File: src/verilog/fpb_pkg.sv
// Shared constants and types of the front panel button and indicator block
package fpb_pkg;
  // Time base: one tick per millisecond
  localparam int CLK_MHZ  = 250;
  localparam int TICK_US  = 1000;
  localparam int TICK_CYC = TICK_US * CLK_MHZ;

  // Durations, all in milliseconds (ticks)
  localparam int T_DEBOUNCE_MS = 20;
  localparam int T_BAND_SHORT_MS = 5000;
  localparam int T_BAND_LONG_MS  = 10000;
  localparam int T_SETUP_PRESS_MS = 2000;
  localparam int T_RESTORE_MS  = 10000;
  localparam int T_RECOVERY_MS = 60000;
  localparam int T_WINDOW_MS   = 120000;
  localparam int T_SETUP_OK_MS = 180000;
  localparam int T_SETUP_FAIL_MS = 30000;
  localparam int T_BLINK_MS = 125;
  localparam int T_SLOW_MS  = 500;
  localparam int T_FAST_MS  = 100;

  localparam int HOLD_W = 17;
  localparam int TMR_W  = 18;
  localparam int DB_W   = 5;
  localparam int BLK_W  = 9;

  // Buttons
  localparam int NBTN      = 4;
  localparam int BTN_HIGH  = 0;
  localparam int BTN_LOW   = 1;
  localparam int BTN_SETUP = 2;
  localparam int BTN_RESET = 3;

  // Register map (byte addresses)
  localparam logic [7:0] ADDR_CTRL = 8'h00;
  localparam logic [7:0] ADDR_STAT = 8'h04;
  localparam logic [7:0] ADDR_EVT  = 8'h08;
  localparam logic [7:0] ADDR_PROF = 8'h0C;

  // Control register fields
  localparam int CTRL_LOW_EN  = 0;
  localparam int CTRL_HIGH_EN = 1;
  localparam int CTRL_WDS     = 2;
  localparam int CTRL_FAULT   = 3;
  localparam int CTRL_W       = 4;
  localparam logic [3:0] CTRL_RST = 4'h3;

  // Event register fields
  localparam int EVT_SETUP    = 0;
  localparam int EVT_LOW_TOG  = 1;
  localparam int EVT_HIGH_TOG = 2;
  localparam int EVT_RESTORE  = 3;
  localparam int EVT_RECOVERY = 4;
  localparam int EVT_W        = 5;

  typedef enum logic [1:0] {INET_OFF, INET_UP, INET_FAIL} fpb_inet_t;
  typedef enum logic [1:0] {SU_IDLE, SU_OPEN, SU_OK, SU_FAIL} fpb_setup_t;
endpackage

File: src/verilog/fpb_front_panel.sv
// Front panel button timing and status indicator controller
//
// Behaviour
// RULE1: Short high band press under 5 s opens a 2 minute setup window.
// RULE2: High band hold between 5 s and 10 s toggles high band radio.
// RULE3: Short low band press under 5 s opens a 2 minute setup window.
// RULE4: Low band hold between 5 s and 10 s toggles low band radio.
// RULE5: Setup button press under 2 s opens a 2 minute setup window.
// RULE6: Reset held 10 s requests factory defaults restore and reboot.
// RULE7: Reset held over 60 s enters firmware recovery boot instead.
// RULE8: Internet green steady when connected idle; stays lit after idle drop.
// RULE9: Internet green off when unpowered, in distribution mode, or no WAN.
// RULE10: Internet green blinks while connected with traffic.
// RULE11: Internet red when a connection attempt fails.
// RULE12: Other session drops turn internet off; failed reconnect turns red.
// RULE13: Wired uplink indicator on with link, off without, blinks on activity.
// RULE14: Each band indicator on when enabled, off disabled, blinks on data.
// RULE15: Setup indicator steady for 3 minutes after successful association.
// RULE16: Setup indicator slow blinks during association, off when idle.
// RULE17: Setup indicator fast blinks 30 seconds after failed association.
// RULE18: LAN indicators on with link, off without, blink on data.
// RULE19: USB indicator on with active device, off otherwise, blinks on data.
// RULE20: Power green when up, off when down, red on self-test or fault.
// RULE21: Reset loads defaults; profile write then overrides differing values.
// RULE22: Buttons synchronised, debounced, hold timed from press to release.
// RULE23: Slow and fast blink use distinct periods from a shared tick.
//
// Design decisions made here: the APB interface to the registers and the register offsets.
`timescale 1ns/1ps
module fpb_front_panel
  import fpb_pkg::*;
#(
  parameter int unsigned TICK_CYCLES = TICK_CYC
) (
  input  wire logic             mclk,
  input  wire logic             rst_b,
  input  wire logic             ce,
  input  wire logic             psel,
  input  wire logic             penable,
  input  wire logic             pwrite,
  input  wire logic [7:0]       paddr,
  input  wire logic [31:0]      pwdata,
  output logic      [31:0]      prdata,
  output logic                  pready,
  output logic                  pslverr,
  input  wire logic [NBTN-1:0]  btnPress_b,
  input  wire logic             pwrGood,
  input  wire logic             postFail,
  input  wire logic             wanPresent,
  input  wire logic             ipUp,
  input  wire logic             ipFail,
  input  wire logic             ipTraffic,
  input  wire logic             dropIdle,
  input  wire logic             dropOther,
  input  wire logic             wanLink,
  input  wire logic             wanAct,
  input  wire logic             highBandAct,
  input  wire logic             lowBandAct,
  input  wire logic             setupOk,
  input  wire logic             setupFail,
  input  wire logic [3:0]       lanLink,
  input  wire logic [3:0]       lanAct,
  input  wire logic             usbActive,
  input  wire logic             usbXfer,
  output logic                  setupWindow,
  output logic                  highBandEn,
  output logic                  lowBandEn,
  output logic                  restoreReq,
  output logic                  recoveryBoot,
  output logic                  ledInetGreen,
  output logic                  ledInetRed,
  output logic                  ledWanGreen,
  output logic                  ledHighBand,
  output logic                  ledLowBand,
  output logic                  ledSetup,
  output logic [3:0]            ledLan,
  output logic                  ledUsb,
  output logic                  ledPwrGreen,
  output logic                  ledPwrRed
);

  // Millisecond tick and blink phases
  logic [31:0]      tickCnt_ff;
  logic             msTick;
  logic [BLK_W-1:0] blkCnt_ff;
  logic [BLK_W-1:0] slowCnt_ff;
  logic [BLK_W-1:0] fastCnt_ff;
  logic             blink_ff;
  logic             slow_ff;
  logic             fast_ff;

  assign msTick = ce && (tickCnt_ff == TICK_CYCLES - 1);

  always_ff @(posedge mclk or negedge rst_b) begin
    if (!rst_b) begin
      tickCnt_ff <= 32'h0;
    end else if (ce) begin
      tickCnt_ff <= msTick ? 32'h0 : tickCnt_ff + 32'h1;
    end
  end

  // One prescaled tick feeds three independent phase dividers
  always_ff @(posedge mclk or negedge rst_b) begin
    if (!rst_b) begin
      blkCnt_ff  <= '0;
      slowCnt_ff <= '0;
      fastCnt_ff <= '0;
      blink_ff   <= 1'b0;
      slow_ff    <= 1'b0;
      fast_ff    <= 1'b0;
    end else if (msTick) begin
      blkCnt_ff  <= (blkCnt_ff == BLK_W'(T_BLINK_MS - 1)) ? '0
                    : blkCnt_ff + 1'b1;
      slowCnt_ff <= (slowCnt_ff == BLK_W'(T_SLOW_MS - 1)) ? '0
                    : slowCnt_ff + 1'b1; // RULE23
      fastCnt_ff <= (fastCnt_ff == BLK_W'(T_FAST_MS - 1)) ? '0
                    : fastCnt_ff + 1'b1; // RULE23
      if (blkCnt_ff == BLK_W'(T_BLINK_MS - 1)) begin
        blink_ff <= ~blink_ff;
      end
      if (slowCnt_ff == BLK_W'(T_SLOW_MS - 1)) begin
        slow_ff <= ~slow_ff;
      end
      if (fastCnt_ff == BLK_W'(T_FAST_MS - 1)) begin
        fast_ff <= ~fast_ff;
      end
    end
  end

  // Buttons: sync, debounce, hold timer
  logic [NBTN-1:0]   sync0_ff;
  logic [NBTN-1:0]   sync1_ff;
  logic [NBTN-1:0]   pressed_ff;
  logic [NBTN-1:0]   relEvt;
  logic [HOLD_W-1:0] hold_ff [NBTN];

  for (genvar g = 0; g < NBTN; g++) begin : g_btn
    logic [DB_W-1:0] dbCnt_ff;
    logic            dbDone;
    assign dbDone = msTick && (dbCnt_ff == DB_W'(T_DEBOUNCE_MS - 1));
    assign relEvt[g] = pressed_ff[g] && !sync1_ff[g] && dbDone; // RULE22

    always_ff @(posedge mclk or negedge rst_b) begin
      if (!rst_b) begin
        sync0_ff[g]   <= 1'b0;
        sync1_ff[g]   <= 1'b0;
        pressed_ff[g] <= 1'b0;
        dbCnt_ff      <= '0;
        hold_ff[g]    <= '0;
      end else if (ce) begin
        sync0_ff[g] <= ~btnPress_b[g]; // RULE22
        sync1_ff[g] <= sync0_ff[g];
        if (sync1_ff[g] == pressed_ff[g]) begin
          dbCnt_ff <= '0;
        end else if (dbDone) begin
          pressed_ff[g] <= sync1_ff[g];
          dbCnt_ff      <= '0;
        end else if (msTick) begin
          dbCnt_ff <= dbCnt_ff + 1'b1;
        end
        // Hold time counts from debounced press; saturates past recovery
        if (!pressed_ff[g]) begin
          hold_ff[g] <= '0;
        end else if (msTick &&
                     hold_ff[g] <= HOLD_W'(T_RECOVERY_MS)) begin
          hold_ff[g] <= hold_ff[g] + 1'b1; // RULE22
        end
      end
    end
  end

  // Actions chosen at debounced release
  logic highShort;
  logic highToggle;
  logic lowShort;
  logic lowToggle;
  logic setupShort;
  logic doRestore;
  logic doRecovery;
  logic setupStart;

  assign highShort  = relEvt[BTN_HIGH] &&
                      hold_ff[BTN_HIGH] < HOLD_W'(T_BAND_SHORT_MS); // RULE1
  assign highToggle = relEvt[BTN_HIGH] &&
                      hold_ff[BTN_HIGH] > HOLD_W'(T_BAND_SHORT_MS) &&
                      hold_ff[BTN_HIGH] < HOLD_W'(T_BAND_LONG_MS); // RULE2
  assign lowShort   = relEvt[BTN_LOW] &&
                      hold_ff[BTN_LOW] < HOLD_W'(T_BAND_SHORT_MS); // RULE3
  assign lowToggle  = relEvt[BTN_LOW] &&
                      hold_ff[BTN_LOW] > HOLD_W'(T_BAND_SHORT_MS) &&
                      hold_ff[BTN_LOW] < HOLD_W'(T_BAND_LONG_MS); // RULE4
  assign setupShort = relEvt[BTN_SETUP] &&
                      hold_ff[BTN_SETUP] < HOLD_W'(T_SETUP_PRESS_MS); // RULE5
  assign doRestore  = relEvt[BTN_RESET] &&
                      hold_ff[BTN_RESET] >= HOLD_W'(T_RESTORE_MS) &&
                      hold_ff[BTN_RESET] <= HOLD_W'(T_RECOVERY_MS); // RULE6
  assign doRecovery = relEvt[BTN_RESET] &&
                      hold_ff[BTN_RESET] > HOLD_W'(T_RECOVERY_MS); // RULE7
  assign setupStart = highShort || lowShort || setupShort;

  // APB slave: one wait-free access phase after each setup cycle
  logic             accRdy_ff;
  logic [CTRL_W-1:0] ctrl_ff;
  logic [EVT_W-1:0]  evt_ff;
  logic              restore_ff;
  logic              recovery_ff;
  logic              selCtrl;
  logic              selStat;
  logic              selEvt;
  logic              selProf;
  logic              mapped;
  logic              wrEn;
  logic              rdLatch;
  logic [31:0]       rdMux;
  logic [31:0]       statWord;
  logic [EVT_W-1:0]  evtSet;
  logic              evtClr;
  fpb_inet_t         inet_ff;
  fpb_setup_t        setup_ff;

  assign selCtrl = (paddr == ADDR_CTRL);
  assign selStat = (paddr == ADDR_STAT);
  assign selEvt  = (paddr == ADDR_EVT);
  assign selProf = (paddr == ADDR_PROF);
  assign mapped  = selCtrl || selStat || selEvt || selProf;
  assign pready  = ce && accRdy_ff;
  assign pslverr = pready && psel && penable && !mapped;
  assign wrEn    = pready && psel && penable && pwrite && mapped;
  assign rdLatch = ce && psel && !penable;

  assign statWord = {20'h0, recovery_ff, restore_ff, pressed_ff,
                     2'(setup_ff), 2'(inet_ff), 2'b00};
  assign rdMux = selCtrl ? {28'h0, ctrl_ff}
               : selStat ? statWord
               : selEvt  ? {27'h0, evt_ff}
               : selProf ? {28'h0, ctrl_ff}
               : 32'h0;

  always_ff @(posedge mclk or negedge rst_b) begin
    if (!rst_b) begin
      accRdy_ff <= 1'b0;
      prdata    <= 32'h0;
    end else if (ce) begin
      accRdy_ff <= psel && !(penable && accRdy_ff);
      if (rdLatch) begin
        prdata <= rdMux;
      end
    end
  end

  // Control: defaults at reset, profile write overrides radio enables
  logic [CTRL_W-1:0] nxt_ctrl;

  always_comb begin
    nxt_ctrl = ctrl_ff;
    if (wrEn && selCtrl) begin
      nxt_ctrl = pwdata[CTRL_W-1:0];
    end else if (wrEn && selProf) begin
      nxt_ctrl[CTRL_LOW_EN]  = pwdata[CTRL_LOW_EN]; // RULE21
      nxt_ctrl[CTRL_HIGH_EN] = pwdata[CTRL_HIGH_EN]; // RULE21
    end
    if (highToggle) begin
      nxt_ctrl[CTRL_HIGH_EN] = ~ctrl_ff[CTRL_HIGH_EN]; // RULE2
    end
    if (lowToggle) begin
      nxt_ctrl[CTRL_LOW_EN] = ~ctrl_ff[CTRL_LOW_EN]; // RULE4
    end
  end

  // Sticky events; a new event beats a write-one-to-clear
  assign evtClr = wrEn && selEvt;
  assign evtSet = {doRecovery, doRestore, highToggle, lowToggle, setupStart};

  always_ff @(posedge mclk or negedge rst_b) begin
    if (!rst_b) begin
      ctrl_ff     <= CTRL_RST; // RULE21
      evt_ff      <= '0;
      restore_ff  <= 1'b0;
      recovery_ff <= 1'b0;
    end else if (ce) begin
      ctrl_ff <= nxt_ctrl;
      evt_ff  <= (evt_ff & ~(evtClr ? pwdata[EVT_W-1:0] : '0)) | evtSet;
      restore_ff <= doRestore && !recovery_ff; // RULE6
      if (doRecovery) begin
        recovery_ff <= 1'b1; // RULE7
      end
    end
  end

  assign highBandEn   = ctrl_ff[CTRL_HIGH_EN];
  assign lowBandEn    = ctrl_ff[CTRL_LOW_EN];
  assign restoreReq   = restore_ff;
  assign recoveryBoot = recovery_ff;

  // Internet connection state
  fpb_inet_t nxt_inet;

  always_comb begin
    nxt_inet = inet_ff;
    case (inet_ff)
      INET_OFF: begin
        if (ipFail) begin
          nxt_inet = INET_FAIL; // RULE11
        end else if (ipUp) begin
          nxt_inet = INET_UP;
        end
      end
      INET_UP: begin
        if (dropOther) begin
          nxt_inet = INET_OFF; // RULE12
        end else if (dropIdle) begin
          nxt_inet = INET_UP; // RULE8
        end else if (ipFail) begin
          nxt_inet = INET_FAIL;
        end
      end
      default: begin
        if (ipUp) begin
          nxt_inet = INET_UP;
        end
      end
    endcase
  end

  // Setup session: window, success hold, failure blink
  fpb_setup_t       nxt_setup;
  logic [TMR_W-1:0] setupTmr_ff;
  logic [TMR_W-1:0] nxt_setupTmr;
  logic             tmrDone;

  assign tmrDone = msTick && (setupTmr_ff == '0);

  always_comb begin
    nxt_setup    = setup_ff;
    nxt_setupTmr = (msTick && setupTmr_ff != '0) ? setupTmr_ff - 1'b1
                   : setupTmr_ff;
    if (setupStart) begin
      nxt_setup    = SU_OPEN;
      nxt_setupTmr = TMR_W'(T_WINDOW_MS - 1); // RULE1 RULE3 RULE5
    end else begin
      case (setup_ff)
        SU_OPEN: begin
          if (setupOk) begin
            nxt_setup    = SU_OK;
            nxt_setupTmr = TMR_W'(T_SETUP_OK_MS - 1); // RULE15
          end else if (setupFail || tmrDone) begin
            nxt_setup    = SU_FAIL;
            nxt_setupTmr = TMR_W'(T_SETUP_FAIL_MS - 1); // RULE17
          end
        end
        SU_OK, SU_FAIL: begin
          if (tmrDone) begin
            nxt_setup = SU_IDLE;
          end
        end
        default: begin
          nxt_setup = SU_IDLE;
        end
      endcase
    end
  end

  always_ff @(posedge mclk or negedge rst_b) begin
    if (!rst_b) begin
      inet_ff     <= INET_OFF;
      setup_ff    <= SU_IDLE;
      setupTmr_ff <= '0;
    end else if (ce) begin
      inet_ff     <= nxt_inet;
      setup_ff    <= nxt_setup;
      setupTmr_ff <= nxt_setupTmr;
    end
  end

  assign setupWindow = (setup_ff == SU_OPEN);

  // Indicator drive, registered
  logic       inetLit;
  logic       pwrBad;
  logic [3:0] nxt_lan;
  logic [12:0] nxt_led;
  logic [12:0] led_ff;

  // An idle-timeout drop leaves the state up, so the lamp stays lit
  assign inetLit = pwrGood && (inet_ff == INET_UP) &&
                   !ctrl_ff[CTRL_WDS] && wanPresent; // RULE8 RULE9
  assign pwrBad  = postFail || ctrl_ff[CTRL_FAULT];

  for (genvar p = 0; p < 4; p++) begin : g_lan
    assign nxt_lan[p] = lanLink[p] && (lanAct[p] ? blink_ff : 1'b1); // RULE18
  end

  always_comb begin
    nxt_led = '0;
    nxt_led[0] = inetLit && (ipTraffic ? blink_ff : 1'b1); // RULE10
    nxt_led[1] = pwrGood && (inet_ff == INET_FAIL); // RULE11 RULE12
    nxt_led[2] = wanLink && (wanAct ? blink_ff : 1'b1); // RULE13
    nxt_led[3] = ctrl_ff[CTRL_HIGH_EN] &&
                 (highBandAct ? blink_ff : 1'b1); // RULE14
    nxt_led[4] = ctrl_ff[CTRL_LOW_EN] &&
                 (lowBandAct ? blink_ff : 1'b1); // RULE14
    case (setup_ff)
      SU_OPEN: nxt_led[5] = slow_ff; // RULE16
      SU_OK:   nxt_led[5] = 1'b1; // RULE15
      SU_FAIL: nxt_led[5] = fast_ff; // RULE17
      default: nxt_led[5] = 1'b0; // RULE16
    endcase
    nxt_led[9:6] = nxt_lan;
    nxt_led[10]  = usbActive && (usbXfer ? blink_ff : 1'b1); // RULE19
    nxt_led[11]  = pwrGood && !pwrBad; // RULE20
    nxt_led[12]  = pwrGood && pwrBad; // RULE20
  end

  always_ff @(posedge mclk or negedge rst_b) begin
    if (!rst_b) begin
      led_ff <= '0;
    end else if (ce) begin
      led_ff <= nxt_led;
    end
  end

  assign ledInetGreen = led_ff[0];
  assign ledInetRed   = led_ff[1];
  assign ledWanGreen  = led_ff[2];
  assign ledHighBand  = led_ff[3];
  assign ledLowBand   = led_ff[4];
  assign ledSetup     = led_ff[5];
  assign ledLan       = led_ff[9:6];
  assign ledUsb       = led_ff[10];
  assign ledPwrGreen  = led_ff[11];
  assign ledPwrRed    = led_ff[12];

endmodule

File: config.mk
export PLATFORM = sky130hd
export DESIGN_NAME = fpb_front_panel
export DESIGN_NICKNAME = d
export VERILOG_FILES = /design/src/verilog/fpb_pkg.sv /design/src/verilog/fpb_front_panel.sv
export SDC_FILE = /design/constraint.sdc
export NUM_CORES = 1
export LEC_CHECK = 0
export BUFFER_PORTS_ARGS = -buffer_cell sky130_fd_sc_hd__buf_2
export CAP_MARGIN = 20
export CORE_MARGIN = 10
export CORE_UTILIZATION = 35
export CTS_CLUSTER_DIAMETER = 120
export CTS_CLUSTER_SIZE = 24
export DETAILED_ROUTE_END_ITERATION = 10
export GPL_ROUTABILITY_DRIVEN = 0
export PLACE_DENSITY_LB_ADDON = 0.05
export SYNTH_ARGS = -nofsm -noshare
export SYNTH_HDL_FRONTEND = slang
export SYNTH_SLANG_ARGS = --single-unit
File: constraint.sdc
create_clock -name mclk -period 5.8 [get_ports mclk]
set_input_delay 0.58 -clock mclk [delete_from_list [all_inputs] [get_ports mclk]]
set_output_delay 0.58 -clock mclk [all_outputs]
set_load 0.005 [all_outputs]
==> run summary <==
status: finished, final reports clean
startpoint types: flip-flop
post-route clock period utilization: 56.7%
VDD IR-drop max: 0.176 mV
core footprint: 34,800 µm²
ys flop type: dfrtp_1
vias in the first global route: 10,100
ranking of synthesized cells by area: dfrtp_1 (44%), nand2_1 (5.0%), o21ai_0 (4.3%)
grt ovf: 0
pwr/cell area: 211 nW/µm²
First-pass DRT Iterations: 5
Die W: 208 µm
Critical Path AT: 3.67 ns
Total GRT Usage: 14.9%
reg2reg end: setupTmr_ff[11]$_DFFE_PN0P_
RR Startpoint: tickCnt_ff[23]$_DFFE_PN0P_
CP required: 6.18 ns
Setup crit end kind: flip-flop
clock buffer depth: 3
EDFF count, synth: 0
syn avg cell area: 8.90 µm²
# fillers: 3,523
Synth Register Bits: 221
Synth cell types: 78
Starting Density: 35.7%
Static Leakage: 5.98 nW
largest net degree at the start of global routing: 116
maximum fanout along the worst path: 22
Final TNS setup: 0 ns
Setup CP Type: reg -> reg
count leader, synth: dfrtp_1
first-pass GRT wire length: 55,300 µm
final worst setup slack: 2.51 ns
Synth area leader: dfrtp_1
hold buffers post-CTS: 0
NumNets Final: 1,524
TritonCTS buffer count: 13
post-layout util: 38.9%
final wirelength: 33,100 µm
Async SR Flop Fraction: 100%
post-DP HPWL: 22,400 µm
Post-CTS Resized: 0
port buffer count: 78
endpoints failing hold: 0
min Tclk post-route: 3.29 ns
R2R depth: 6
Crit path buffers/inverters: 0
CTS clk-pin slew, worst paths: 0.10 ns
# IOs: 126
Critical Path Max Stage Delay: 0.68 ns
max-cap violation count: 0
Largest delay share family, worst path: simple AND/OR/NAND/NOR gates
Slew Limit Fails: 0
final non-filler cell total: 1,886
Worst Skew: 0.0350 ns
routed via count: 10,300
cell count after synthesis: 1,395
worst hold margin: 0.0802 ns
CTS tree: built
Layout area overhead: 8.91%
r2r setup slk: 2.51 ns
register area: 5530 µm²
initial antenna violation count: 0
Die H: 208 µm
H-tree depth: 1
Slew HR: 29.2%
DRC violations left: 0
die area: 43,400 µm²
drt via density: 5.44
DRT iter0 DRCs: 603
area of the multi-input gates: 6250 µm²
Clock Sinks: 221
top-area cell type share of the netlist area: 44.1%
DP Area: 13,200 µm²
WL per Instance: 17.6 µm
total power: 2.85 mW
final setup vio count: 0
worst hold path class: in -> async
Antenna diodes: 0
Ys Warns: 0
Cell Rows: 68
slowest CP cell: a31oi_1
RSZ-0062 raised after global routing: false
Worst-Skew Late Latency: 0.49 ns
worst setup slack after placement: 2.47 ns
post-CTS setup buffers: 0
CTS root buffer: clkbuf_16
share of cells above drive strength 1: 10.5%
total placed cells including tap cells: 1,868
top cells by count, synth: dfrtp_1 (219), nand2_1 (166), o21ai_0 (106)
Post-Syn Area: 12,400 µm²
post-route cell area: 13,500 µm²
worst-path cell chain: nor4_1 -> nand4_1 -> or2_2 -> a31oi_1 -> nor2_1 -> a211o_1
Post-DRT Antenna Nets: 0
Max Freq: 0.304 GHz
Slew @ Worst Pin: 1.05 ns
post-synthesis sequential area ratio: 44.6%
## registers in the layout, indices dropped and copies added (netlist names), 5 cells and up
signal	flops
tickCnt_ff	32
prdata	12
led_ff	13
evt_ff	5
slowCnt_ff	9
fastCnt_ff	9
setupTmr_ff	18
blkCnt_ff	9
hold_ff	68
g_btn.dbCnt_ff	20
## metal layers
layer	track usage (%)	share of wire, %	vias up
met5	0	0	-
met4	2.89	1.7	0
met3	1.71	2.5	23
met2	24.0	45	124
met1	21.1	50	5014
li1	-	-	5097
## where the power goes
| part | internal (mW) | switching, mW | leakage (nW) |
|---|---|---|---|
| sequential | 1.59 | 0.0577 | 2.95 |
| clock | 0.425 | 0.543 | 0.175 |
| combinational | 0.0903 | 0.140 | 2.86 |
## how the worst max path moves through the flow
| stage | startpoint | end | slack [ns] | cells past startpoint |
|---|---|---|---|---|
| floorplan | setupTmr_ff[0]$_DFFE_PN0P_ | setupTmr_ff[16]$_DFFE_PN0P_ | 3.27 | 9 |
| global placement | tickCnt_ff[23]$_DFFE_PN0P_ | setupTmr_ff[11]$_DFFE_PN0P_ | 2.54 | 6 |
| detailed placement | tickCnt_ff[23]$_DFFE_PN0P_ | setupTmr_ff[11]$_DFFE_PN0P_ | 2.47 | 6 |
| CTS | tickCnt_ff[23]$_DFFE_PN0P_ | setupTmr_ff[1]$_DFFE_PN0P_ | 2.46 | 7 |
| global route | tickCnt_ff[28]$_DFFE_PN0P_ | setupTmr_ff[1]$_DFFE_PN0P_ | 2.30 | 7 |
| finish | tickCnt_ff[23]$_DFFE_PN0P_ | setupTmr_ff[11]$_DFFE_PN0P_ | 2.51 | 6 |
## layout make-up
class,count,share of cell area [%]
Timing Repair Buffer,93,3.90
Inverter,75,2.08
Clock buffer,17,2.52
Tap cell,455,4.21
Clock inverter,1,0.148
Sequential cell,221,40.9
Multi-Input combinational cell,1024,46.2
## cells in the final DEF, fill, tap and decap left out, types with 13 or more instances in the layout
cell type  instances
nand2_1          166
inv_1             74
or4_1             16
nor4_1            30
clkbuf_16         13
xor2_1            20
o21ai_0          106
buf_4             15
xnor2_1           24
nand2b_1          18
nand4_1           38
o31ai_1           15
dfrtp_1          219
nor4b_1           14
conb_1            20
nor3_1            33
nand3_1           79
nor2_1            87
o211ai_1          33
mux2i_1           20
ha_1              22
buf_2             76
a31oi_1           16
and3_1            25
a21oi_1           42
or3_1             20
## kinds of logic after synthesis
kind of cell / synth area share (%)
simple gates: 24.4
compound gates: 17.7
flops: 44.6
buf+inv: 5.76
xor+xnor: 3.10
mux: 2.25
fa+ha+maj: 2.22
other cells: 0.0302
## worst register-to-register path, delay by kind of cell (launching register included)
kind / cells / cell delay [ns]
AO/OA/AOI/OAI: 2 / 1.00
flip-flops: 1 / 0.43
AND/OR/NAND/NOR: 4 / 1.74
(Power assumes the default switching activity.)
